### config.mk
export PLATFORM = sky130hd
export DESIGN_NAME = pist_ctrl
export DESIGN_NICKNAME = d
export VERILOG_FILES = /design/src/core/pist_ctrl.v /design/src/core/pist_tbu.v
export VERILOG_INCLUDE_DIRS = /design/src /design/src/common
export SDC_FILE = /design/constraint.sdc
export NUM_CORES = 1
export LEC_CHECK = 0
export BUFFER_PORTS_ARGS = -buffer_cell sky130_fd_sc_hd__buf_2
export CORE_MARGIN = 2
export CORE_UTILIZATION = 51
export CTS_BUF_LIST = sky130_fd_sc_hd__clkbuf_2 sky130_fd_sc_hd__clkbuf_4 sky130_fd_sc_hd__clkbuf_8
export DETAILED_ROUTE_END_ITERATION = 6
export PLACE_DENSITY = 0.87
export SLEW_MARGIN = 40
export SYNTH_ARGS = -nofsm -noshare
export SYNTH_HDL_FRONTEND = slang
export SYNTH_SLANG_ARGS = --single-unit
### constraint.sdc
create_clock -name sys_clk -period 2.4 [get_ports sys_clk]
set_input_delay 0.12 -clock sys_clk [delete_from_list [all_inputs] [get_ports sys_clk]]
set_output_delay 0.12 -clock sys_clk [all_outputs]
set_load 0.05 [all_outputs]
### src/common/pist_regs.vh
// Register map, field positions, reset values and codes of the interrupt source block
`ifndef PIST_REGS_VH
`define PIST_REGS_VH

// Register byte addresses (12-bit APB address)
`define PIST_ADDR_PSC 12'h000
`define PIST_ADDR_TB0C 12'h004
`define PIST_ADDR_TB1C 12'h008
`define PIST_ADDR_IEN 12'h00c
`define PIST_ADDR_IFLAG 12'h010
`define PIST_ADDR_EDGE 12'h014
`define PIST_ADDR_STAT 12'h018

// Prescaler source field
`define PIST_PSC_SEL_MSB 1
`define PIST_PSC_SEL_LSB 0
`define PIST_PSC_SYS 2'h0
`define PIST_PSC_SYS_DIV4 2'h1
`define PIST_PSC_RST 2'h0

// Time-base unit control fields
`define PIST_TBC_RUN 7
`define PIST_TBC_PER_MSB 2
`define PIST_TBC_PER_LSB 0
`define PIST_TBC_RST 4'h0
`define PIST_TB_MIN_PERIOD 16'h0100

// Enable register bits
`define PIST_IEN_GLOBAL 0
`define PIST_IEN_EXT 1
`define PIST_IEN_CONV 2
`define PIST_IEN_TB0 3
`define PIST_IEN_TB1 4
`define PIST_IEN_SER 5
`define PIST_IEN_RST 6'h00

// Flag register bits, also the source index
`define PIST_SRC_EXT 0
`define PIST_SRC_CONV 1
`define PIST_SRC_TB0 2
`define PIST_SRC_TB1 3
`define PIST_SRC_SER 4
`define PIST_NUM_SRC 5
`define PIST_IFLAG_RST 5'h00

// Edge select codes
`define PIST_EDGE_OFF 2'h0
`define PIST_EDGE_RISE 2'h1
`define PIST_EDGE_FALL 2'h2
`define PIST_EDGE_BOTH 2'h3
`define PIST_EDGE_RST 2'h0

// Vector codes presented to the core
`define PIST_VEC_EXT 3'h0
`define PIST_VEC_CONV 3'h1
`define PIST_VEC_TB0 3'h2
`define PIST_VEC_TB1 3'h3
`define PIST_VEC_SER 3'h4

// Divide-by-four prescaler terminal count
`define PIST_DIV4_LAST 2'h3

`endif

### src/core/pist_ctrl.v
// Interrupt source block: external edge, conversion done, two time bases, serial module
//
// How it works
// - A selected edge on the external pin sets the external request flag.
// - External vector only with global and external enable, stack free, flag set.
// - Edge select gives rising, falling, both, or disables the external source.
// - Pull-high selection stays active while the pin is the interrupt input.
// - Servicing the external source clears its flag and the global enable.
// - Conversion finish sets the converter request flag.
// - Converter vectored with global and converter enable, stack free; service clears both.
// - Each time-base unit sets its own flag on divider overflow.
// - Time-base vectored with global and unit enable, stack free; service clears both.
// - Source field: 00 system clock, 01 system clock by four, 1x sub clock.
// - Period field codes 000 to 111 give 2^8 to 2^15 prescaler periods.
// - Prescaler source bits 7 to 2 read zero; fields reset to zero.
// - SPI/I2C: byte done, address match, bus time-out set the serial flag.
// - UART: tx empty, tx idle, rx data, overrun, address, wake set the flag.
// - Serial vectored with global and module enable, stack free; service clears both.
// - Servicing serial leaves UART status flags alone; only UART actions clear them.
// - Any flag rising from low to high requests wake-up, enables ignored.
// - A set flag stays set until serviced or cleared by software.
// - Return-from-interrupt sets the global enable; a plain return leaves it.
`timescale 1ns/100ps
`default_nettype none
`include "pist_regs.vh"

module pist_ctrl (
	// Clock, reset, clock enable
	input wire sys_clk,
	input wire sys_rst,
	input wire clk_en,
	// APB slave
	input wire psel,
	input wire penable,
	input wire pwrite,
	input wire [11:0] paddr,
	input wire [31:0] pwdata,
	output reg [31:0] prdata,
	output reg pready,
	output reg pslverr,
	// External pin and its pin-sharing state
	input wire ext_irq_pin,
	input wire pin_func_sel,
	input wire port_is_input,
	input wire pullup_sel,
	output reg pull_high_en,
	// Peripheral events, one-cycle pulses, and the serial mode select level
	input wire conv_done,
	input wire sub_clk_tick,
	input wire serial_uart_mode,
	input wire spi_i2c_byte_done,
	input wire i2c_addr_match,
	input wire i2c_bus_timeout,
	input wire uart_tx_empty,
	input wire uart_tx_idle,
	input wire uart_rx_avail,
	input wire uart_rx_overrun,
	input wire uart_addr_detect,
	input wire uart_rx_wake,
	// CPU core vectoring
	input wire stack_full,
	input wire irq_ack,
	input wire return_from_irq,
	output reg irq_req,
	output reg [2:0] irq_vector,
	output reg wake_req
);

	// Software-visible state
	reg [1:0] prescaler_src_sel;
	reg tb0_run;
	reg [2:0] tb0_period_sel;
	reg tb1_run;
	reg [2:0] tb1_period_sel;
	reg [5:0] irq_enable;
	reg [4:0] irq_flag;
	reg [1:0] edge_select_reg;

	// Pin synchroniser and edge history
	reg pin_meta;
	reg pin_sync;
	reg pin_prev;

	// Prescaler
	reg [1:0] div4_count;
	reg psc_tick;

	// Time-base overflow pulses
	wire tb0_ovf;
	wire tb1_ovf;

	// Combinational next values
	reg [4:0] hw_set;
	reg [4:0] svc_clear;
	reg [4:0] next_flag;
	reg [5:0] next_enable;
	reg [4:0] pending;
	reg next_req;
	reg [2:0] next_vector;
	reg [31:0] rd_data;
	reg rd_err;
	reg ext_rise;
	reg ext_fall;
	reg ext_hit;
	reg serial_event;

	wire wr_fire;
	wire setup;

	// A write lands only at the access edge where pready is seen high
	assign wr_fire = psel & penable & pwrite & pready;
	assign setup = psel & ~penable;

	// Two-flop synchroniser, then one more stage for edge comparison
	always @(posedge sys_clk or posedge sys_rst) begin
		if (sys_rst) begin
			pin_meta <= 1'b0;
			pin_sync <= 1'b0;
			pin_prev <= 1'b0;
		end else if (clk_en) begin
			pin_meta <= ext_irq_pin;
			pin_sync <= pin_meta;
			pin_prev <= pin_sync;
		end
	end

	// Edge qualification; the pin counts only once software has handed it to the interrupt
	always @* begin
		ext_rise = pin_sync & ~pin_prev;
		ext_fall = ~pin_sync & pin_prev;
		ext_hit = 1'b0;
		if (pin_func_sel && port_is_input) begin
			case (edge_select_reg)
				`PIST_EDGE_RISE: ext_hit = ext_rise;
				`PIST_EDGE_FALL: ext_hit = ext_fall;
				`PIST_EDGE_BOTH: ext_hit = ext_rise | ext_fall;
				default: ext_hit = 1'b0;
			endcase
		end
	end

	// Serial events; this block only observes them, UART status is cleared elsewhere
	always @* begin
		if (serial_uart_mode) begin
			serial_event = uart_tx_empty | uart_tx_idle | uart_rx_avail
				| uart_rx_overrun | uart_addr_detect | uart_rx_wake;
		end else begin
			serial_event = spi_i2c_byte_done | i2c_addr_match | i2c_bus_timeout;
		end
	end

	// Prescaler clock select: every cycle, every fourth cycle or sub clock ticks
	always @(posedge sys_clk or posedge sys_rst) begin
		if (sys_rst) begin
			div4_count <= 2'h0;
			psc_tick <= 1'b0;
		end else if (clk_en) begin
			div4_count <= div4_count + 2'h1;
			if (prescaler_src_sel[1]) begin
				psc_tick <= sub_clk_tick;
			end else if (prescaler_src_sel == `PIST_PSC_SYS_DIV4) begin
				psc_tick <= (div4_count == `PIST_DIV4_LAST);
			end else begin
				psc_tick <= 1'b1;
			end
		end
	end

	// The two time-base units share one prescaler tick
	pist_tbu u_tb0 (
		.sys_clk(sys_clk),
		.sys_rst(sys_rst),
		.clk_en(clk_en),
		.tick(psc_tick),
		.run(tb0_run),
		.period_sel(tb0_period_sel),
		.overflow(tb0_ovf)
	);

	pist_tbu u_tb1 (
		.sys_clk(sys_clk),
		.sys_rst(sys_rst),
		.clk_en(clk_en),
		.tick(psc_tick),
		.run(tb1_run),
		.period_sel(tb1_period_sel),
		.overflow(tb1_ovf)
	);

	// Flag and enable next values; a hardware set beats any clear in the same cycle
	always @* begin
		hw_set = 5'h00;
		hw_set[`PIST_SRC_EXT] = ext_hit;
		hw_set[`PIST_SRC_CONV] = conv_done;
		hw_set[`PIST_SRC_TB0] = tb0_ovf;
		hw_set[`PIST_SRC_TB1] = tb1_ovf;
		hw_set[`PIST_SRC_SER] = serial_event;
		svc_clear = 5'h00;
		if (irq_ack && irq_req) begin
			case (irq_vector)
				`PIST_VEC_EXT: svc_clear[`PIST_SRC_EXT] = 1'b1;
				`PIST_VEC_CONV: svc_clear[`PIST_SRC_CONV] = 1'b1;
				`PIST_VEC_TB0: svc_clear[`PIST_SRC_TB0] = 1'b1;
				`PIST_VEC_TB1: svc_clear[`PIST_SRC_TB1] = 1'b1;
				`PIST_VEC_SER: svc_clear[`PIST_SRC_SER] = 1'b1;
				default: svc_clear = 5'h00;
			endcase
		end
		// Flags hold until serviced or written, whatever the enables say
		next_flag = irq_flag;
		if (wr_fire && paddr == `PIST_ADDR_IFLAG) begin
			next_flag = pwdata[4:0];
		end
		next_flag = (next_flag & ~svc_clear) | hw_set;
		next_enable = irq_enable;
		if (wr_fire && paddr == `PIST_ADDR_IEN) begin
			next_enable = pwdata[5:0];
		end
		if (return_from_irq) begin
			next_enable[`PIST_IEN_GLOBAL] = 1'b1;
		end
		// Service blocks nesting until software or a return re-enables
		if (irq_ack && irq_req) begin
			next_enable[`PIST_IEN_GLOBAL] = 1'b0;
		end
	end

	// Request and vector from the next state, so a serviced source drops at once
	always @* begin
		pending[`PIST_SRC_EXT] = next_flag[`PIST_SRC_EXT] & next_enable[`PIST_IEN_EXT];
		pending[`PIST_SRC_CONV] = next_flag[`PIST_SRC_CONV] & next_enable[`PIST_IEN_CONV];
		pending[`PIST_SRC_TB0] = next_flag[`PIST_SRC_TB0] & next_enable[`PIST_IEN_TB0];
		pending[`PIST_SRC_TB1] = next_flag[`PIST_SRC_TB1] & next_enable[`PIST_IEN_TB1];
		pending[`PIST_SRC_SER] = next_flag[`PIST_SRC_SER] & next_enable[`PIST_IEN_SER];
		// A full stack holds every request back until the core pops
		next_req = next_enable[`PIST_IEN_GLOBAL] & ~stack_full & (|pending);
		// Fixed priority, external first
		if (pending[`PIST_SRC_EXT]) begin
			next_vector = `PIST_VEC_EXT;
		end else if (pending[`PIST_SRC_CONV]) begin
			next_vector = `PIST_VEC_CONV;
		end else if (pending[`PIST_SRC_TB0]) begin
			next_vector = `PIST_VEC_TB0;
		end else if (pending[`PIST_SRC_TB1]) begin
			next_vector = `PIST_VEC_TB1;
		end else if (pending[`PIST_SRC_SER]) begin
			next_vector = `PIST_VEC_SER;
		end else begin
			next_vector = irq_vector;
		end
	end

	// Register state and core-facing outputs
	always @(posedge sys_clk or posedge sys_rst) begin
		if (sys_rst) begin
			irq_flag <= `PIST_IFLAG_RST;
			irq_enable <= `PIST_IEN_RST;
			irq_req <= 1'b0;
			irq_vector <= `PIST_VEC_EXT;
			wake_req <= 1'b0;
			pull_high_en <= 1'b0;
		end else if (clk_en) begin
			irq_flag <= next_flag;
			irq_enable <= next_enable;
			irq_req <= next_req;
			irq_vector <= next_vector;
			// Any rising flag wakes the core; enables play no part
			wake_req <= |(next_flag & ~irq_flag);
			// Pull-high follows its selection even when the pin is the interrupt input
			pull_high_en <= pullup_sel;
		end
	end

	// Configuration registers
	always @(posedge sys_clk or posedge sys_rst) begin
		if (sys_rst) begin
			prescaler_src_sel <= `PIST_PSC_RST;
			tb0_run <= 1'b0;
			tb0_period_sel <= 3'h0;
			tb1_run <= 1'b0;
			tb1_period_sel <= 3'h0;
			edge_select_reg <= `PIST_EDGE_RST;
		end else if (clk_en && wr_fire) begin
			case (paddr)
				`PIST_ADDR_PSC: begin
					prescaler_src_sel <= pwdata[`PIST_PSC_SEL_MSB:`PIST_PSC_SEL_LSB];
				end
				`PIST_ADDR_TB0C: begin
					tb0_run <= pwdata[`PIST_TBC_RUN];
					tb0_period_sel <= pwdata[`PIST_TBC_PER_MSB:`PIST_TBC_PER_LSB];
				end
				`PIST_ADDR_TB1C: begin
					tb1_run <= pwdata[`PIST_TBC_RUN];
					tb1_period_sel <= pwdata[`PIST_TBC_PER_MSB:`PIST_TBC_PER_LSB];
				end
				`PIST_ADDR_EDGE: begin
					edge_select_reg <= pwdata[1:0];
				end
				default: begin
					edge_select_reg <= edge_select_reg;
				end
			endcase
		end
	end

	// Read mux; unused bits read zero, unmapped addresses answer with an error
	always @* begin
		rd_data = 32'h0000_0000;
		rd_err = 1'b0;
		case (paddr)
			`PIST_ADDR_PSC: rd_data[1:0] = prescaler_src_sel;
			`PIST_ADDR_TB0C: begin
				rd_data[`PIST_TBC_RUN] = tb0_run;
				rd_data[2:0] = tb0_period_sel;
			end
			`PIST_ADDR_TB1C: begin
				rd_data[`PIST_TBC_RUN] = tb1_run;
				rd_data[2:0] = tb1_period_sel;
			end
			`PIST_ADDR_IEN: rd_data[5:0] = irq_enable;
			`PIST_ADDR_IFLAG: rd_data[4:0] = irq_flag;
			`PIST_ADDR_EDGE: rd_data[1:0] = edge_select_reg;
			`PIST_ADDR_STAT: begin
				rd_data[0] = irq_req;
				rd_data[3:1] = irq_vector;
				rd_data[4] = pin_sync;
				rd_data[5] = stack_full;
			end
			default: rd_err = 1'b1;
		endcase
	end

	// APB answer prepared in the setup cycle, so every access is zero-wait
	always @(posedge sys_clk or posedge sys_rst) begin
		if (sys_rst) begin
			prdata <= 32'h0000_0000;
			pready <= 1'b0;
			pslverr <= 1'b0;
		end else if (clk_en) begin
			if (setup) begin
				pready <= 1'b1;
				pslverr <= rd_err;
				prdata <= pwrite ? 32'h0000_0000 : rd_data;
			end else begin
				pready <= 1'b0;
				pslverr <= 1'b0;
			end
		end
	end

endmodule
`default_nettype wire

### src/core/pist_tbu.v
// Time-base unit: period divider clocked by prescaler ticks, one overflow pulse per period
`timescale 1ns/100ps
`default_nettype none
`include "pist_regs.vh"

module pist_tbu (
	// Clock and reset
	input wire sys_clk,
	input wire sys_rst,
	input wire clk_en,
	// Control
	input wire tick,
	input wire run,
	input wire [2:0] period_sel,
	// Event
	output reg overflow
);

	reg [15:0] count;
	wire [15:0] last;

	// Terminal count is 2^(8+sel) ticks minus one
	assign last = (`PIST_TB_MIN_PERIOD << period_sel) - 16'h0001;

	// Divider chain; held at zero while the unit is off so a restart gives a full period
	always @(posedge sys_clk or posedge sys_rst) begin
		if (sys_rst) begin
			count <= 16'h0000;
			overflow <= 1'b0;
		end else if (clk_en) begin
			overflow <= 1'b0;
			if (!run) begin
				count <= 16'h0000;
			end else if (tick) begin
				if (count >= last) begin
					count <= 16'h0000;
					overflow <= 1'b1;
				end else begin
					count <= count + 16'h0001;
				end
			end
		end
	end

endmodule
`default_nettype wire

==> qor.yml <==
yosysTopAreaCellShare_pct: 40.4
syn_inst: 506
dp_slack_ns: -0.0461
min-delay-start: "pwdata[7]"
fin_crit_sh_pct: 103
dp_hpwl_mm: 8.49
drc_errors: 0
violations: "hold timing, setup timing"
die_height_um: 101
n_antenna_cell: 0
worst_slew_pin_slew_ns: 0.833
critPathCaptureType: "register"
drt_wl_total_mm: 12.5
grt-ovfl-total: 0
synth_common_cells: "78 x dfrtp_1, 40 x nand2_1, 29 x a21oi_1"
clockRootBuffer: "clkbuf_8"
whs_ns: -0.00591
worstReg2RegStart: "tb1_period_sel[1]"
required_ns: 2.68
p_per_area_nw_per_um2: 605
path_max_fanout: 14
ir_drop_uv: 256
num_vias: 4321
final_layout_size_suffix_gt1_share_pct: 25.8
yosysWarnings: 0
slew_headroom_pct: 43.9
fillers: 749
postLayoutCellArea_um2: 5680
grt_usage_pct: 23.5
finalHoldViolations: 2
synth_area_leaders: "dfrtp_1 40%, ha_1 5.4%, mux2_2 4.7%"
postRouteAntennaNets: 0
finalSetupViolations: 10
drt-pass1-iter-count: 5
vias_per_cell: 6.20
grt_antenna_before_repair: 0
ys_ff_latch: 78
hp-class: "input port to register"
final_nets: 671
core_area_um2: 9200
tns_ns: -0.332
startpoint_type: "register"
status: "complete, but fails checks"
syn-cell-area_um2: 4830
cts_tree: "yes"
yosysSeqAreaShare_pct: 40.4
clockBufferDepth: 2
grt_pass1_wl_mm: 19.2
synth-edff-count: 0
holdPathStages: 3
rsz0062_at_grt: "yes"
worstRegToRegCells: 10
power.leakage_nw: 2.72
synthArstFlopShare_pct: 100
slew_viol_final: 0
fin_crit_ns: 2.47
wl_per_cell_um: 18.0
dpl_cell_area_um2: 5240
synth_top_flop_cell: "dfrtp_1"
clk_pin_slew_ns: 0.09
yosys.area.top_type: "dfrtp_1"
cap_violations: 0
power_w: 0.00344
place_congestion: 0.939
initialDrtViolationCount: 422
max_freq_ghz: 0.405
reg2reg_slack_ns: -0.07
start_util_pct: 52.6
cts_buffers: 9
top_regs: "u_tb0.count (16), u_tb1.count (16), prdata (7)"
die-area_um2: 10300
cts.sink_count: 78
port_buffers: 58
yosysMostFrequentCell: "dfrtp_1"
ys_types: 65
synth.avg_cell_area_um2: 9.55
dieWidth_um: 101
hold_path_end: "tb0_run"
syn_to_final_growth_pct: 17.5
io_pins: 109
rows: 35
clock_latency_ns: 0.36
grt_max_degree: 44
arrival_ns: 2.76
worst_slack_ns: -0.0719
first_global_vias: 4113
r2r-end: "u_tb1.count[12]"
fin_skew_ns: 0.00751
cts_max_level: 3
worstSetupPathType: "register to register"
-- worst max-delay path, cell delays in order (launching register included) --
cell,delay [ns]
dfrtp_2,0.44
buf_6,0.12
nand3_2,0.10
ha_4,0.25
o21a_1,0.19
and3_1,0.19
a221oi_2,0.31
nor2b_4,0.33
clkbuf_16,0.21
nand2b_1,0.07
a31oi_1,0.17
-- logic make-up (layout without fill, tap and decap cells) --
kind of cell | after synthesis | in the layout | share of synthesized area [%]
and+or+nand+nor | 157 | 157 | 17.6
AOI/OAI and AO/OA | 151 | 151 | 21.6
DFF | 78 | 78 | 40.4
buffers and inverters | 65 | 120 | 7.38
muxes | 29 | 29 | 6.86
adders and majority gates | 21 | 21 | 5.44
xor gates and xnor gates | 3 | 3 | 0.544
other | 2 | 27 | 0.155
-- placed cells by master (no fill, tap or decap), drive strengths merged, types with 11 or more instances in the layout --
cell,Yosys,routed
a21oi,33,33
a22o,12,12
a31oi,26,26
and3,12,12
buf,36,78
clkbuf,8,11
conb,2,27
dfrtp,78,78
ha,21,21
inv,21,22
mux2,24,24
nand2,41,41
nand2b,16,16
nand3,21,21
nor2,27,27
nor3,15,15
o21ai,27,27
-- where the power goes --
part           leakage, nW  switching [W]  internal [W]
Clock                0.120       0.000534      0.000697
Sequential           0.992       0.000141       0.00143
Combinational         1.60       0.000390      0.000242
Total                 2.72        0.00106       0.00237
-- metal layers --
| metal | vias to the layer above | global-route usage [%] | part of all wire [%] |
|---|---|---|---|
| li1 | 1983 | - | - |
| met3 | 42 | 3.38 | 7.4 |
| met5 | - | 0 | 0 |
| met1 | 2068 | 30.0 | 40 |
| met2 | 228 | 39.7 | 49 |
| met4 | 0 | 10.9 | 3.0 |
-- metrics by stage --
stage | hold slack [ns] | std cells | utilization, %
3_5_place_dp | 0.315 | 673 | 57.0
5_1_grt | 0.0197 | 697 | 61.7
3_3_place_gp | 0.300 | 673 | 57.0
6_report | -0.00591 | 697 | 61.7
2_1_floorplan | 0.237 | 531 | -
4_1_cts | 0.00852 | 692 | 60.1
-- final cells by class --
cell class	count	area (µm²)	share of cell area, %
Inverter	21	80.1	1.41
Multi-Input combinational cell	388	2700	47.5
Tap cell	111	139	2.45
Clock buffer	9	124	2.18
Clock inverter	7	120	2.12
Timing Repair Buffer	83	562	9.89
Sequential cell	78	1960	34.4
-- what timing repair did --
item / in CTS / in global routing
gates cloned: 0 / 2
hold buffers: 3 / 0
gates resized for setup: 2 / 20
pin swaps: 0 / 11
endpoints found under the setup margin: 13 / 17
setup buffers: 0 / 3
endpoints found under the hold margin: 37 / 0
-- worst max-delay path by stage --
stage,slack [ns],startpoint,depth (start not counted),end
2_1_floorplan,0.05,tb1_period_sel[1],12,u_tb1.count[9]
3_3_place_gp,0.06,tb1_period_sel[1],10,u_tb1.count[3]
3_5_place_dp,-0.05,tb1_period_sel[1],10,u_tb1.count[5]
4_1_cts,0.007,tb1_period_sel[1],10,u_tb1.count[5]
5_1_grt,-0.14,tb1_period_sel[1],10,u_tb1.count[12]
6_report,-0.07,tb1_period_sel[1],10,u_tb1.count[12]
(Power assumes the default switching activity.)
